[config.mk]
export PLATFORM = sky130hd
export DESIGN_NAME = vpt_teach_fb
export DESIGN_NICKNAME = d
export VERILOG_FILES = /design/src/hw/vpt_pkg.sv /design/src/hw/vpt_hold_det.sv /design/src/hw/vpt_teach_fb.sv
export VERILOG_INCLUDE_DIRS = /design/src /design/src/hw
export SDC_FILE = /design/constraint.sdc
export NUM_CORES = 1
export LEC_CHECK = 0
export ABC_AREA = 1
export BUFFER_PORTS_ARGS = -buffer_cell sky130_fd_sc_hd__buf_2
export CAP_MARGIN = 10
export CORE_MARGIN = 5
export CORE_UTILIZATION = 58
export CTS_CLUSTER_SIZE = 12
export DETAILED_ROUTE_END_ITERATION = 8
export PLACE_DENSITY = 0.78
export SLEW_MARGIN = 20
export SYNTH_ARGS = -nofsm -noshare
export SYNTH_HDL_FRONTEND = slang
export SYNTH_SLANG_ARGS = --single-unit
export TNS_END_PERCENT = 10
[constraint.sdc]
create_clock -name core_clk -period 11.8 [get_ports core_clk]
set_clock_uncertainty 0.05 [all_clocks]
set_input_delay 2.36 -clock core_clk [delete_from_list [all_inputs] [get_ports core_clk]]
set_output_delay 2.36 -clock core_clk [all_outputs]
set_load 0.005 [all_outputs]
[src/hw/vpt_defs.svh]
// Constants of the valve position teach and feedback block
`ifndef VPT_DEFS_SVH
`define VPT_DEFS_SVH

// ----------------------------------------------------------------
// Widths
// ----------------------------------------------------------------
`define VPT_DW 16
`define VPT_AW 4

// ----------------------------------------------------------------
// Stroke range (stroke_in counts 0.01 mm per LSB)
// ----------------------------------------------------------------
`define VPT_STROKE_MAX_MM 80
`define VPT_STROKE_LSB_PER_MM 100
`define VPT_STROKE_MAX_LSB (`VPT_STROKE_MAX_MM * `VPT_STROKE_LSB_PER_MM)
`define VPT_TOL_RST 16'h0032

// ----------------------------------------------------------------
// Timing, in milliseconds, and the cycle conversion
// ----------------------------------------------------------------
`define VPT_CLK_MHZ 200
`define VPT_TEACH_HOLD_MS 1500
`define VPT_RESET_HOLD_MS 2500
`define VPT_FAST_HALF_MS 100
`define VPT_SLOW_HALF_MS 400
`define VPT_MS_TO_CYC(ms) ((ms) * `VPT_CLK_MHZ * 1000)
`define VPT_FLASH_HALVES 3'h6

// ----------------------------------------------------------------
// Register word addresses
// ----------------------------------------------------------------
`define VPT_A_CTRL 4'h0
`define VPT_A_POS1 4'h1
`define VPT_A_POS2 4'h2
`define VPT_A_POS3 4'h3
`define VPT_A_TOL 4'h4
`define VPT_A_STROKE 4'h5
`define VPT_A_STAT 4'h6
`define VPT_A_IRQ_STS 4'h7
`define VPT_A_IRQ_EN 4'h8
`define VPT_A_IRQ_CLR 4'h9

// ----------------------------------------------------------------
// Field positions
// ----------------------------------------------------------------
`define VPT_CTRL_EXT 0
`define VPT_EV_TAUGHT 0
`define VPT_EV_TFAULT 1
`define VPT_EV_TRESET 2
`define VPT_EV_RANGE 3

`endif

[src/hw/vpt_pkg.sv]
// Types of the valve position teach and feedback block
package vpt_pkg;

`include "vpt_defs.svh"

  // ----------------------------------------------------------------
  // Teach sequencer states
  // ----------------------------------------------------------------
  typedef enum logic [1:0] {
    VPT_ST_IDLE = 2'b00,
    VPT_ST_FLASH = 2'b01,
    VPT_ST_CLR = 2'b10
  } vpt_state_t;

  // ----------------------------------------------------------------
  // Whole state of the core and of a hold detector
  // ----------------------------------------------------------------
  typedef struct packed {
    logic [4:0] pin_m;
    logic [4:0] pin_s;
    logic ext_mode;
    logic [15:0] tol;
    logic [2:0][15:0] pos;
    logic [2:0] taught;
    logic in_range;
    logic [2:0] fb;
    vpt_state_t st;
    logic [1:0] tidx;
    logic tfault;
    logic [2:0] hcnt;
    logic [31:0] fdiv;
    logic fast_ph;
    logic [31:0] sdiv;
    logic slow_ph;
    logic [2:0] led_pos;
    logic [2:0] led_fault;
    logic ext1_out;
    logic [3:0] fb_dout;
    logic [2:0] valve;
    logic [3:0] irq_sts;
    logic [3:0] irq_en;
    logic [15:0] rdata;
    logic irq;
  } vpt_core_t;

  typedef struct packed {
    logic [31:0] cnt;
    logic fire;
  } vpt_hold_t;

endpackage : vpt_pkg

[src/hw/vpt_hold_det.sv]
// Hold-time detector: one pulse after a request has stood long enough
module vpt_hold_det import vpt_pkg::*; #(
  parameter logic [31:0] LIMIT = 32'h0000_0010
) (
  input wire logic core_clk, // 200 MHz clock
  input wire logic sys_rst, // Async reset, active high
  input wire logic req, // Synchronised request level
  output logic fire // One-cycle pulse when hold time reached
);

  vpt_hold_t q;
  vpt_hold_t nxt;

  // ----------------------------------------------------------------
  // Counter saturates at the limit, so one hold gives one pulse
  // ----------------------------------------------------------------
  always_comb begin
    nxt = q;
    nxt.fire = 1'b0;
    if (!req) begin
      nxt.cnt = 32'h0000_0000; // Early release drops the count
    end else if (q.cnt != LIMIT) begin
      nxt.cnt = q.cnt + 32'h0000_0001;
      nxt.fire = (q.cnt == LIMIT - 32'h0000_0001);
    end
  end

  // State register
  always_ff @(posedge core_clk or posedge sys_rst) begin
    if (sys_rst) begin
      q <= '0;
    end else begin
      q <= nxt;
    end
  end

  assign fire = q.fire;

endmodule : vpt_hold_det

[src/hw/vpt_teach_fb.sv]
// Valve position teach and feedback core with register port
//
// Added by the designer: the register addresses and the address-and-strobe port.
`include "vpt_defs.svh"
module vpt_teach_fb import vpt_pkg::*; #(
  parameter logic [31:0] TEACH_HOLD_CYC = `VPT_MS_TO_CYC(`VPT_TEACH_HOLD_MS),
  parameter logic [31:0] RESET_HOLD_CYC = `VPT_MS_TO_CYC(`VPT_RESET_HOLD_MS),
  parameter logic [31:0] FAST_HALF_CYC = `VPT_MS_TO_CYC(`VPT_FAST_HALF_MS),
  parameter logic [31:0] SLOW_HALF_CYC = `VPT_MS_TO_CYC(`VPT_SLOW_HALF_MS)
) (
  input wire logic core_clk, // 200 MHz clock
  input wire logic sys_rst, // Async reset, active high
  input wire logic [15:0] stroke_in, // Stroke, 0.01 mm per LSB, core clock
  input wire logic teach_btn_lower, // Teach button 1 pin, high pressed
  input wire logic teach_btn_upper, // Teach button 2 pin, high pressed
  input wire logic teach_btn_middle, // Teach button 3 pin, high pressed
  input wire logic ext_switch1_in, // External initiator 1 pin
  input wire logic ext_switch2_in, // External initiator 2 pin
  output logic pos1_feedback_out, // Position 1 reached
  output logic pos2_feedback_out, // Position 2 reached
  output logic pos3_feedback_out, // Position 3 reached
  output logic ext_switch1_out, // External initiator 1 relayed
  output logic [2:0] led_pos, // Position LEDs, normal colour
  output logic [2:0] led_fault, // Position LEDs, fault colour
  input wire logic [3:0] fb_data_in, // Data word from fieldbus master
  output logic [3:0] fb_data_out, // Data word to fieldbus master
  output logic [2:0] valve_drive, // Solenoid valves 1 to 3
  input wire logic [3:0] reg_addr, // Register word address
  input wire logic [15:0] reg_wdata, // Register write data
  input wire logic reg_wr, // Write strobe
  input wire logic reg_rd, // Read strobe
  output logic [15:0] reg_rdata, // Read data, cycle after strobe
  output logic irq // Level interrupt
);

  vpt_core_t q;
  vpt_core_t nxt;
  logic [2:0] btn_s;
  logic [1:0] ext_s;
  logic [2:0] teach_req;
  logic [2:0] teach_fire;
  logic clr_fire;
  logic fast_wrap;
  logic slow_wrap;

  // ----------------------------------------------------------------
  // Helpers
  // ----------------------------------------------------------------
  // Within tolerance of a stored switching position
  function automatic logic vpt_near(input logic [15:0] a, input logic [15:0] b,
                                    input logic [15:0] tol);
    logic [15:0] d;
    d = (a >= b) ? (a - b) : (b - a);
    return d <= tol;
  endfunction : vpt_near

  // Read mux; unmapped and write-only words read as zero
  function automatic logic [15:0] vpt_rd(input vpt_core_t s, input logic [3:0] a,
                                         input logic [15:0] stroke);
    logic [15:0] r;
    r = 16'h0000;
    case (a)
      `VPT_A_CTRL: r = {15'h0000, s.ext_mode};
      `VPT_A_POS1: r = s.pos[0];
      `VPT_A_POS2: r = s.pos[1];
      `VPT_A_POS3: r = s.pos[2];
      `VPT_A_TOL: r = s.tol;
      `VPT_A_STROKE: r = stroke;
      `VPT_A_STAT: r = {7'h00, s.st, s.in_range, s.fb, s.taught};
      `VPT_A_IRQ_STS: r = {12'h000, s.irq_sts};
      `VPT_A_IRQ_EN: r = {12'h000, s.irq_en};
      default: r = 16'h0000;
    endcase
    return r;
  endfunction : vpt_rd

  // ----------------------------------------------------------------
  // Synchronised pins and blink dividers
  // ----------------------------------------------------------------
  assign btn_s = q.pin_s[2:0];
  assign ext_s = q.pin_s[4:3];
  assign fast_wrap = (q.fdiv == FAST_HALF_CYC - 32'h0000_0001);
  assign slow_wrap = (q.sdiv == SLOW_HALF_CYC - 32'h0000_0001);

  // ----------------------------------------------------------------
  // Hold detectors: a lone button teaches, buttons 1+2 clear
  // ----------------------------------------------------------------
  // Exclusive requests so the clear combo never teaches on the way
  genvar gi;
  generate
    for (gi = 0; gi < 3; gi++) begin : g_teach
      assign teach_req[gi] = btn_s[gi] && (btn_s == (3'h1 << gi));
      vpt_hold_det #(
        .LIMIT(TEACH_HOLD_CYC)
      ) u_hold (
        .core_clk(core_clk),
        .sys_rst(sys_rst),
        .req(teach_req[gi]),
        .fire(teach_fire[gi])
      );
    end
  endgenerate

  vpt_hold_det #(
    .LIMIT(RESET_HOLD_CYC)
  ) u_clr_hold (
    .core_clk(core_clk),
    .sys_rst(sys_rst),
    .req(btn_s == 3'h3),
    .fire(clr_fire)
  );

  // ----------------------------------------------------------------
  // Next-state logic
  // ----------------------------------------------------------------
  always_comb begin
    logic [2:0] hit;
    logic [3:0] ev;
    logic [1:0] idx;
    hit = 3'h0;
    ev = 4'h0;
    idx = 2'h0;
    nxt = q;
    // Pins pass two flops before use
    nxt.pin_m = {ext_switch2_in, ext_switch1_in, teach_btn_middle, teach_btn_upper,
                 teach_btn_lower};
    nxt.pin_s = q.pin_m;

    // Free-running blink phases
    nxt.fdiv = fast_wrap ? 32'h0000_0000 : q.fdiv + 32'h0000_0001;
    nxt.fast_ph = fast_wrap ? !q.fast_ph : q.fast_ph;
    nxt.sdiv = slow_wrap ? 32'h0000_0000 : q.sdiv + 32'h0000_0001;
    nxt.slow_ph = slow_wrap ? !q.slow_ph : q.slow_ph;

    // Range check and position compare
    nxt.in_range = (stroke_in <= 16'(`VPT_STROKE_MAX_LSB));
    for (int i = 0; i < 3; i++) begin
      hit[i] = q.taught[i] && nxt.in_range && vpt_near(stroke_in, q.pos[i], q.tol);
    end
    if (q.ext_mode) begin
      nxt.fb = {1'b0, ext_s[1], ext_s[0]};
    end else begin
      nxt.fb = hit;
    end
    if (q.in_range && !nxt.in_range) begin
      ev[`VPT_EV_RANGE] = 1'b1;
    end

    // External initiator relay and fieldbus word
    nxt.ext1_out = ext_s[0];
    nxt.fb_dout = {2'b00, ext_s[1], ext_s[0]};
    nxt.valve = fb_data_in[2:0];

    // Teach sequencer; ignores buttons in the initiator variant
    case (q.st)
      VPT_ST_IDLE: begin
        if (clr_fire && !q.ext_mode) begin
          nxt.taught = 3'h0;
          nxt.st = VPT_ST_CLR;
          nxt.hcnt = 3'h0;
          ev[`VPT_EV_TRESET] = 1'b1;
        end else if ((|teach_fire) && !q.ext_mode) begin
          idx = teach_fire[2] ? 2'h2 : (teach_fire[1] ? 2'h1 : 2'h0);
          nxt.tidx = idx;
          nxt.hcnt = 3'h0;
          nxt.st = VPT_ST_FLASH;
          if (nxt.in_range) begin
            nxt.pos[idx] = stroke_in;
            nxt.taught[idx] = 1'b1;
            nxt.tfault = 1'b0;
            ev[`VPT_EV_TAUGHT] = 1'b1;
          end else begin
            nxt.tfault = 1'b1;
            ev[`VPT_EV_TFAULT] = 1'b1;
          end
        end
      end
      VPT_ST_FLASH, VPT_ST_CLR: begin
        // Six fast half periods give three flashes
        if (fast_wrap) begin
          nxt.hcnt = q.hcnt + 3'h1;
          if (q.hcnt == `VPT_FLASH_HALVES - 3'h1) begin
            nxt.st = VPT_ST_IDLE;
          end
        end
      end
      default: begin
        nxt.st = VPT_ST_IDLE;
      end
    endcase

    // LED drive from current state
    nxt.led_pos = 3'h0;
    nxt.led_fault = 3'h0;
    case (q.st)
      VPT_ST_FLASH: begin
        if (q.tfault) begin
          nxt.led_fault[2] = !q.hcnt[0];
        end else begin
          nxt.led_pos[q.tidx] = !q.hcnt[0];
        end
      end
      VPT_ST_CLR: begin
        nxt.led_fault = {3{!q.hcnt[0]}};
      end
      default: begin
        if (q.ext_mode) begin
          nxt.led_pos = {1'b0, q.fb[1:0]};
        end else if (q.in_range) begin
          nxt.led_pos[1:0] = q.fb[1:0];
          nxt.led_pos[2] = q.fb[2] && q.slow_ph;
          // Untaught slots blink in fault colour, only while in range
          nxt.led_fault = ~q.taught & {3{q.slow_ph}};
        end
      end
    endcase

    // Register writes; a host write after a teach in one cycle wins
    if (reg_wr) begin
      case (reg_addr)
        `VPT_A_CTRL: nxt.ext_mode = reg_wdata[`VPT_CTRL_EXT];
        `VPT_A_POS1: begin
          nxt.pos[0] = reg_wdata;
          nxt.taught[0] = 1'b1;
        end
        `VPT_A_POS2: begin
          nxt.pos[1] = reg_wdata;
          nxt.taught[1] = 1'b1;
        end
        `VPT_A_POS3: begin
          nxt.pos[2] = reg_wdata;
          nxt.taught[2] = 1'b1;
        end
        `VPT_A_TOL: nxt.tol = reg_wdata;
        `VPT_A_IRQ_EN: nxt.irq_en = reg_wdata[3:0];
        `VPT_A_IRQ_CLR: nxt.irq_sts = q.irq_sts & ~reg_wdata[3:0];
        default: nxt.irq_en = q.irq_en;
      endcase
    end
    // Set beats clear so no event is lost
    nxt.irq_sts = nxt.irq_sts | ev;
    nxt.irq = |(nxt.irq_sts & nxt.irq_en);

    // Read data stands only in the cycle after the strobe
    nxt.rdata = reg_rd ? vpt_rd(q, reg_addr, stroke_in) : 16'h0000;
  end

  // ----------------------------------------------------------------
  // State register
  // ----------------------------------------------------------------
  always_ff @(posedge core_clk or posedge sys_rst) begin
    if (sys_rst) begin
      q <= '0;
      q.tol <= `VPT_TOL_RST;
    end else begin
      q <= nxt;
    end
  end

  // Outputs, all from flops
  assign pos1_feedback_out = q.fb[0];
  assign pos2_feedback_out = q.fb[1];
  assign pos3_feedback_out = q.fb[2];
  assign ext_switch1_out = q.ext1_out;
  assign led_pos = q.led_pos;
  assign led_fault = q.led_fault;
  assign fb_data_out = q.fb_dout;
  assign valve_drive = q.valve;
  assign reg_rdata = q.rdata;
  assign irq = q.irq;
endmodule : vpt_teach_fb

Word level (Yosys, flattened, before mapping) --
Cells that the tools add are included.
Word-level totals: register bits after elaboration 324, input bits 49, output and inout bits 34
Operators by class: add/subtract/negate cells 13, $lt $le $gt $ge 11, equality and inequality tests 33, muxes and demuxes 67, bitwise operators 9, reductions and logical operators 30
Operator list (number):
- $mux W51 | 4
- $add A32 B1 Y32 const B | 6
- $mux W32 | 6
- $pmux W16 S9 | 1
- $mux W33 | 4
- $eq A32 B29 Y1 const B | 4
- $mux W16 | 8
- $ne A32 B29 Y1 const B | 4
- $sub A16 B16 Y16 | 6
- $bwmux W48 | 1
- $ge A16 B16 Y1 | 3
- $le A16 B16 Y1 | 3
- $mux W48 | 1
- $demux W16 S2 | 1
- $eq A32 B25 Y1 const B | 1
- $eq A32 B27 Y1 const B | 1
- $mux W3 | 8
- $eq A4 B3 Y1 const B | 4
- $le A16 B13 Y1 const B | 1
- $mux W8 | 2
- $logic_and A1 B1 Y1 | 15
- $mux W1 | 15
- $mux W2 | 6
- $ne A2 B2 Y1 const B | 6
- other kinds (34) | 52

Longest topological paths before layout --
depth after elaboration 13, depth in mapped cells 26

Cells and area by module --
A second synthesis with hierarchy kept.
Second synthesis, totals: cells, all modules 4108, area total of the unflattened synthesis 26166.3 µm²
Modules (own cells, without submodules):
- vpt_teach_fb | instances 1, cells each 2626, area each 16926.2 µm²
- vpt_hold_det at g_teach[0].u_hold ... | instances 3, cells each 372, area each 2311.0 µm²
- vpt_hold_det at u_clr_hold | instances 1, cells each 366, area each 2307.2 µm²

Least setup slack after synthesis --
Ideal clock, no wire load.
kind input to register, from input stroke_in[0], to register q, in the netlist pos3_feedback_out, setup time 0.120 ns, arrival 4.762 ns, path slack 6.867 ns, cell stages on the path 21, buffers on the path 1, path through inv_1 > ha_1 > inv_1 > fa_1 > nand3_1 > nand3b_1 > nand2_1 > nand3_1 > nand2_1 > nand2_4 > inv_2 > buf_6 > nand2_1 > nand2_1 > inv_1 > ha_1 > nand2_1 > nor4_1 > nand2_1 > nand2_1 > a21oi_1
RTL lines:
- from (decl) | line vpt_teach_fb.sv:13 | input wire logic [15:0] stroke_in,
- to (signal assigned) | line vpt_teach_fb.sv:256 | q <= nxt;
- to (decl) | line vpt_teach_fb.sv:36 | vpt_core_t q;

==> insert_results.sql <==
INSERT INTO impl_metrics (metric_group, metric, value, unit) VALUES
('sta', 'worstMarginPinSlew', '0.998', 'ns'),
('clock_network', 'cts_repair_resize_count', '0', ''),
('sta', 'grt_setup_unrepaired', 'no', ''),
('sta', 'final_hold_viol_count', '0', ''),
('logic_synthesis', 'synth_compound_area_share', '8.43', '%'),
('worst_setup_path', 'path_class', 'input pin to register', ''),
('clock_network', 'clock_tree.htree_level_count', '2', ''),
('logic_synthesis', 'synth_area', '24500', 'sq um'),
('power_and_ir_drop', 'irDropWorstVdd', '0.000119', 'V'),
('sta', 'fin_ws', '6.18', 'ns'),
('logic_synthesis', 'synth_seq_cells', '323', ''),
('clock_network', 'postCtsSetupBuffers', '0', ''),
('power_and_ir_drop', 'power_per_cell_area', '143', 'nW/um^2'),
('cells_and_area', 'multiInputGateArea', '13700', 'sq um'),
('logic_synthesis', 'synth_largest_type_area_fraction', '32.7', '%'),
('hold_path', 'worst_hold_path_type', 'register to register', ''),
('place', 'dp_worst_setup_slack', '5.65', 'ns'),
('run_status', 'status', 'complete, no violations', ''),
('logic_synthesis', 'synth_fa_ha_area_share', '8.45', '%'),
('floorplan', 'initial_utilization', '58.6', '%'),
('worst_setup_path', 'max_fanout_on_critical_path', '17', ''),
('logic_synthesis', 'seq_area_frac_synth', '33.0', '%'),
('sta', 'timing.final.setup_violations', '0', ''),
('route', 'viasPerCell', '5.54', ''),
('floorplan', 'core_area', '41900', 'sq um'),
('route', 'remaining_drc_errors', '0', ''),
('clock_network', 'post_cts_hold_buffer_count', '0', ''),
('clock_network', 'later_pin_clock_latency_in_the_skew_report', '0.59', 'ns'),
('cells_and_area', 'final_net_count', '3894', ''),
('global_routing', 'combined_global_route_utilization_of_all_metal_layers', '28.8', '%'),
('sta', 'timing_max_transition_violations_final', '0', ''),
('global_routing', 'overflow', '0', ''),
('logic_synthesis', 'post_synth_and_or_nand_nor_area_fraction', '34.9', '%'),
('sta', 'max_slew_margin', '33.4', '%'),
('global_routing', 'grt_pass1_vias', '22137', ''),
('clock_network', 'cts_made_buffers', '38', ''),
('clock_network', 'clock_tree_from_tritoncts', 'done', ''),
('floorplan', 'die-height', '216', 'um'),
('worst_setup_path', 'worst_path_arrival_time', '6.08', 'ns'),
('place', 'place.detailed.hpwl', '51900', 'um'),
('cells_and_area', 'final_core_util', '63.2', '%'),
('logic_synthesis', 'synth_xor_area_share', '3.90', '%'),
('global_routing', 'antenna_found_initial', '5', ''),
('global_routing', 'grt_start_max_net_pins', '110', ''),
('logic_synthesis', 'synth.area.top_cells', 'sky130_fd_sc_hd__dfrtp_1 (33%), sky130_fd_sc_hd__nand2_1 (16%), sky130_fd_sc_hd__inv_1 (9.0%)', ''),
('floorplan', 'placementRows', '75', ''),
('logic_synthesis', 'netlist.top_cell.by_area', 'sky130_fd_sc_hd__dfrtp_1', ''),
('logic_synthesis', 'yosys_warnings', '0', ''),
('clock_network', 'clk_transition_reported_paths', '0.08', 'ns'),
('clock_network', 'clock_sinks', '323', ''),
('logic_synthesis', 'avgSynthCellArea', '6.73', 'sq um'),
('worst_setup_path', 'critical_path.startpoint_type', 'input pin', ''),
('sta', 'finalWorstPathRequiredPeriod', '5.62', 'ns'),
('cells_and_area', 'syn_to_final_growth', '7.90', '%'),
('route', 'detail-route-antenna-nets', '0', ''),
('cells_and_area', 'regArea', '8090', 'sq um'),
('clock_network', 'max-clock-path-buffers', '3', ''),
('place', 'numPortBuffers', '79', ''),
('logic_synthesis', 'synth_most_common_cell', 'sky130_fd_sc_hd__nand2_1', ''),
('route', 'initialDrtViolationCount', '2292', ''),
('clock_network', 'clk_root_buf', 'sky130_fd_sc_hd__clkbuf_16', ''),
('place', 'gp_congestion', '0.977', ''),
('logic_synthesis', 'post_synth_num_cell_types', '59', ''),
('logic_synthesis', 'asyncSetResetFlopFracSynth', '100', '%'),
('sta', 'maxClockFrequency', '178', 'MHz'),
('sta', 'final.period_utilization', '47.6', '%'),
('worst_setup_path', 'endpoint_kind', 'register', ''),
('flow_run', 'drv.max_cap_violation_count', '0', ''),
('route', 'wire_per_inst', '16.1', 'um'),
('logic_synthesis', 'synth_top_family_by_area', 'simple AND/OR/NAND/NOR gates', ''),
('power_and_ir_drop', 'p_total', '3.78', 'mW');
worst max-delay path, stage by stage:
cell and delay (ns):
sky130_fd_sc_hd__buf_2 0.16, sky130_fd_sc_hd__inv_1 0.28, sky130_fd_sc_hd__ha_1 0.20, sky130_fd_sc_hd__inv_1 0.06, sky130_fd_sc_hd__fa_1 0.40, sky130_fd_sc_hd__nand3_1 0.09, sky130_fd_sc_hd__nand3b_1 0.17, sky130_fd_sc_hd__nand2_1 0.13
sky130_fd_sc_hd__nand3_1 0.11, sky130_fd_sc_hd__nand2_1 0.12, sky130_fd_sc_hd__nand2_4 0.15, sky130_fd_sc_hd__inv_2 0.25, sky130_fd_sc_hd__nand2_1 0.08, sky130_fd_sc_hd__nand2_1 0.07, sky130_fd_sc_hd__inv_1 0.04, sky130_fd_sc_hd__ha_1 0.28
sky130_fd_sc_hd__nand2_1 0.10, sky130_fd_sc_hd__nor4_1 0.71, sky130_fd_sc_hd__nand2_1 0.13, sky130_fd_sc_hd__a21oi_1 0.20
final cells by class:
| class | instances | share of cell area (%) |
|---|---|---|
| multi-input cells | 2635 | 51.7 |
| flip-flops and latches | 323 | 30.6 |
| inverters | 596 | 8.49 |
| clock buffers | 57 | 4.24 |
| well taps | 539 | 2.55 |
| repair buffers | 89 | 1.78 |
| clock inverters | 11 | 0.691 |
| diodes | 1 | 0.00946 |
layer usage:
layer | part of all wire (%) | vias up | track usage, %
met4 | 4.1 | 6 | 11.3
met2 | 44 | 901 | 45.5
met3 | 8.3 | 153 | 5.58
li1 | - | 11661 | -
met5 | 0.061 | - | 0
met1 | 44 | 10850 | 39.4
layout by cell type, fill, tap and decap left out, types with 5 or more instances in the layout:
master / netlist / routed
sky130_fd_sc_hd__nand2_2: 11 / 11
sky130_fd_sc_hd__a21oi_1: 159 / 159
sky130_fd_sc_hd__clkbuf_1: 22 / 9
sky130_fd_sc_hd__xor2_1: 94 / 94
sky130_fd_sc_hd__ha_1: 156 / 156
sky130_fd_sc_hd__xnor2_1: 15 / 15
sky130_fd_sc_hd__o21ai_0: 123 / 123
sky130_fd_sc_hd__clkbuf_16: 0 / 38
sky130_fd_sc_hd__nand4_1: 94 / 94
sky130_fd_sc_hd__buf_4: 35 / 10
sky130_fd_sc_hd__nor2_1: 370 / 370
sky130_fd_sc_hd__nand3_1: 252 / 251
sky130_fd_sc_hd__nor2_4: 5 / 5
sky130_fd_sc_hd__fa_1: 6 / 6
sky130_fd_sc_hd__nand2_1: 1039 / 1039
sky130_fd_sc_hd__nor2_2: 27 / 27
sky130_fd_sc_hd__nor3_2: 4 / 7
sky130_fd_sc_hd__inv_1: 586 / 585
sky130_fd_sc_hd__buf_2: 21 / 79
sky130_fd_sc_hd__o31ai_1: 5 / 5
sky130_fd_sc_hd__nor3_1: 126 / 123
sky130_fd_sc_hd__a31oi_1: 22 / 22
sky130_fd_sc_hd__inv_2: 10 / 10
sky130_fd_sc_hd__clkbuf_8: 0 / 10
sky130_fd_sc_hd__nand3b_1: 8 / 8
sky130_fd_sc_hd__o21bai_1: 7 / 7
sky130_fd_sc_hd__and2_1: 5 / 5
sky130_fd_sc_hd__nor4_1: 19 / 19
sky130_fd_sc_hd__dfrtp_1: 320 / 320
sky130_fd_sc_hd__o22ai_1: 45 / 45
per-stage QoR:
step / cells / area [sq um]
2_1_floorplan: 3644 / 24500
3_3_place_gp: 4182 / 25100
3_5_place_dp: 4182 / 25100
4_1_cts: 4250 / 26400
5_1_grt: 4251 / 26400
6_report: 4251 / 26400
registers in the layout, indices dropped and copies added, names as in the netlist:
name,count
btn_s,3
ext_s,2
fb_data_out,2
g_teach.u_hold.fire,3
g_teach.u_hold.q,96
irq,1
led_fault,3
led_pos,3
nxt,5
pos1_feedback_out,1
pos2_feedback_out,1
pos3_feedback_out,1
q,150
reg_rdata,16
u_clr_hold.fire,1
u_clr_hold.q,32
valve_drive,3
worst paths after layout:
check,slack [ns],cells past startpoint,end,start
setup / recovery,6.18,20,pos3_feedback_out$_DFF_PP0_,stroke_in[0]
hold / removal,0.30,0,ext_s[1]$_DFF_PP0_,nxt[189]$_DFF_PP0_
setup reg to reg,8.09,17,pos3_feedback_out$_DFF_PP0_,q[153]$_DFF_PP0_
hold reg to reg,0.30,0,ext_s[1]$_DFF_PP0_,nxt[189]$_DFF_PP0_
max in group asynchronous,7.63,4,q[47]$_DFF_PP0_,sys_rst
min in group asynchronous,1.86,2,u_clr_hold.q[13]$_DFFE_PP0P_,sys_rst
where the power goes:
group	total [mW]	internal (mW)	switching, mW
combinational	1.33	0.449	0.876
sequential	1.22	1.18	0.0477
clock	1.23	0.729	0.503
total	3.78	2.35	1.43
cell families (layout without fill, tap and decap cells):
kind of cell	after synthesis	in the layout
AND/OR/NAND/NOR	1984	1984
adder cells (fa/ha/maj)	162	162
flip-flops	323	323
AO/OA/AOI/OAI	378	378
other	1	3
buffers and inverters	686	753
XOR/XNOR	109	109
No activity file was read; power rests on OpenSTA's default activity.
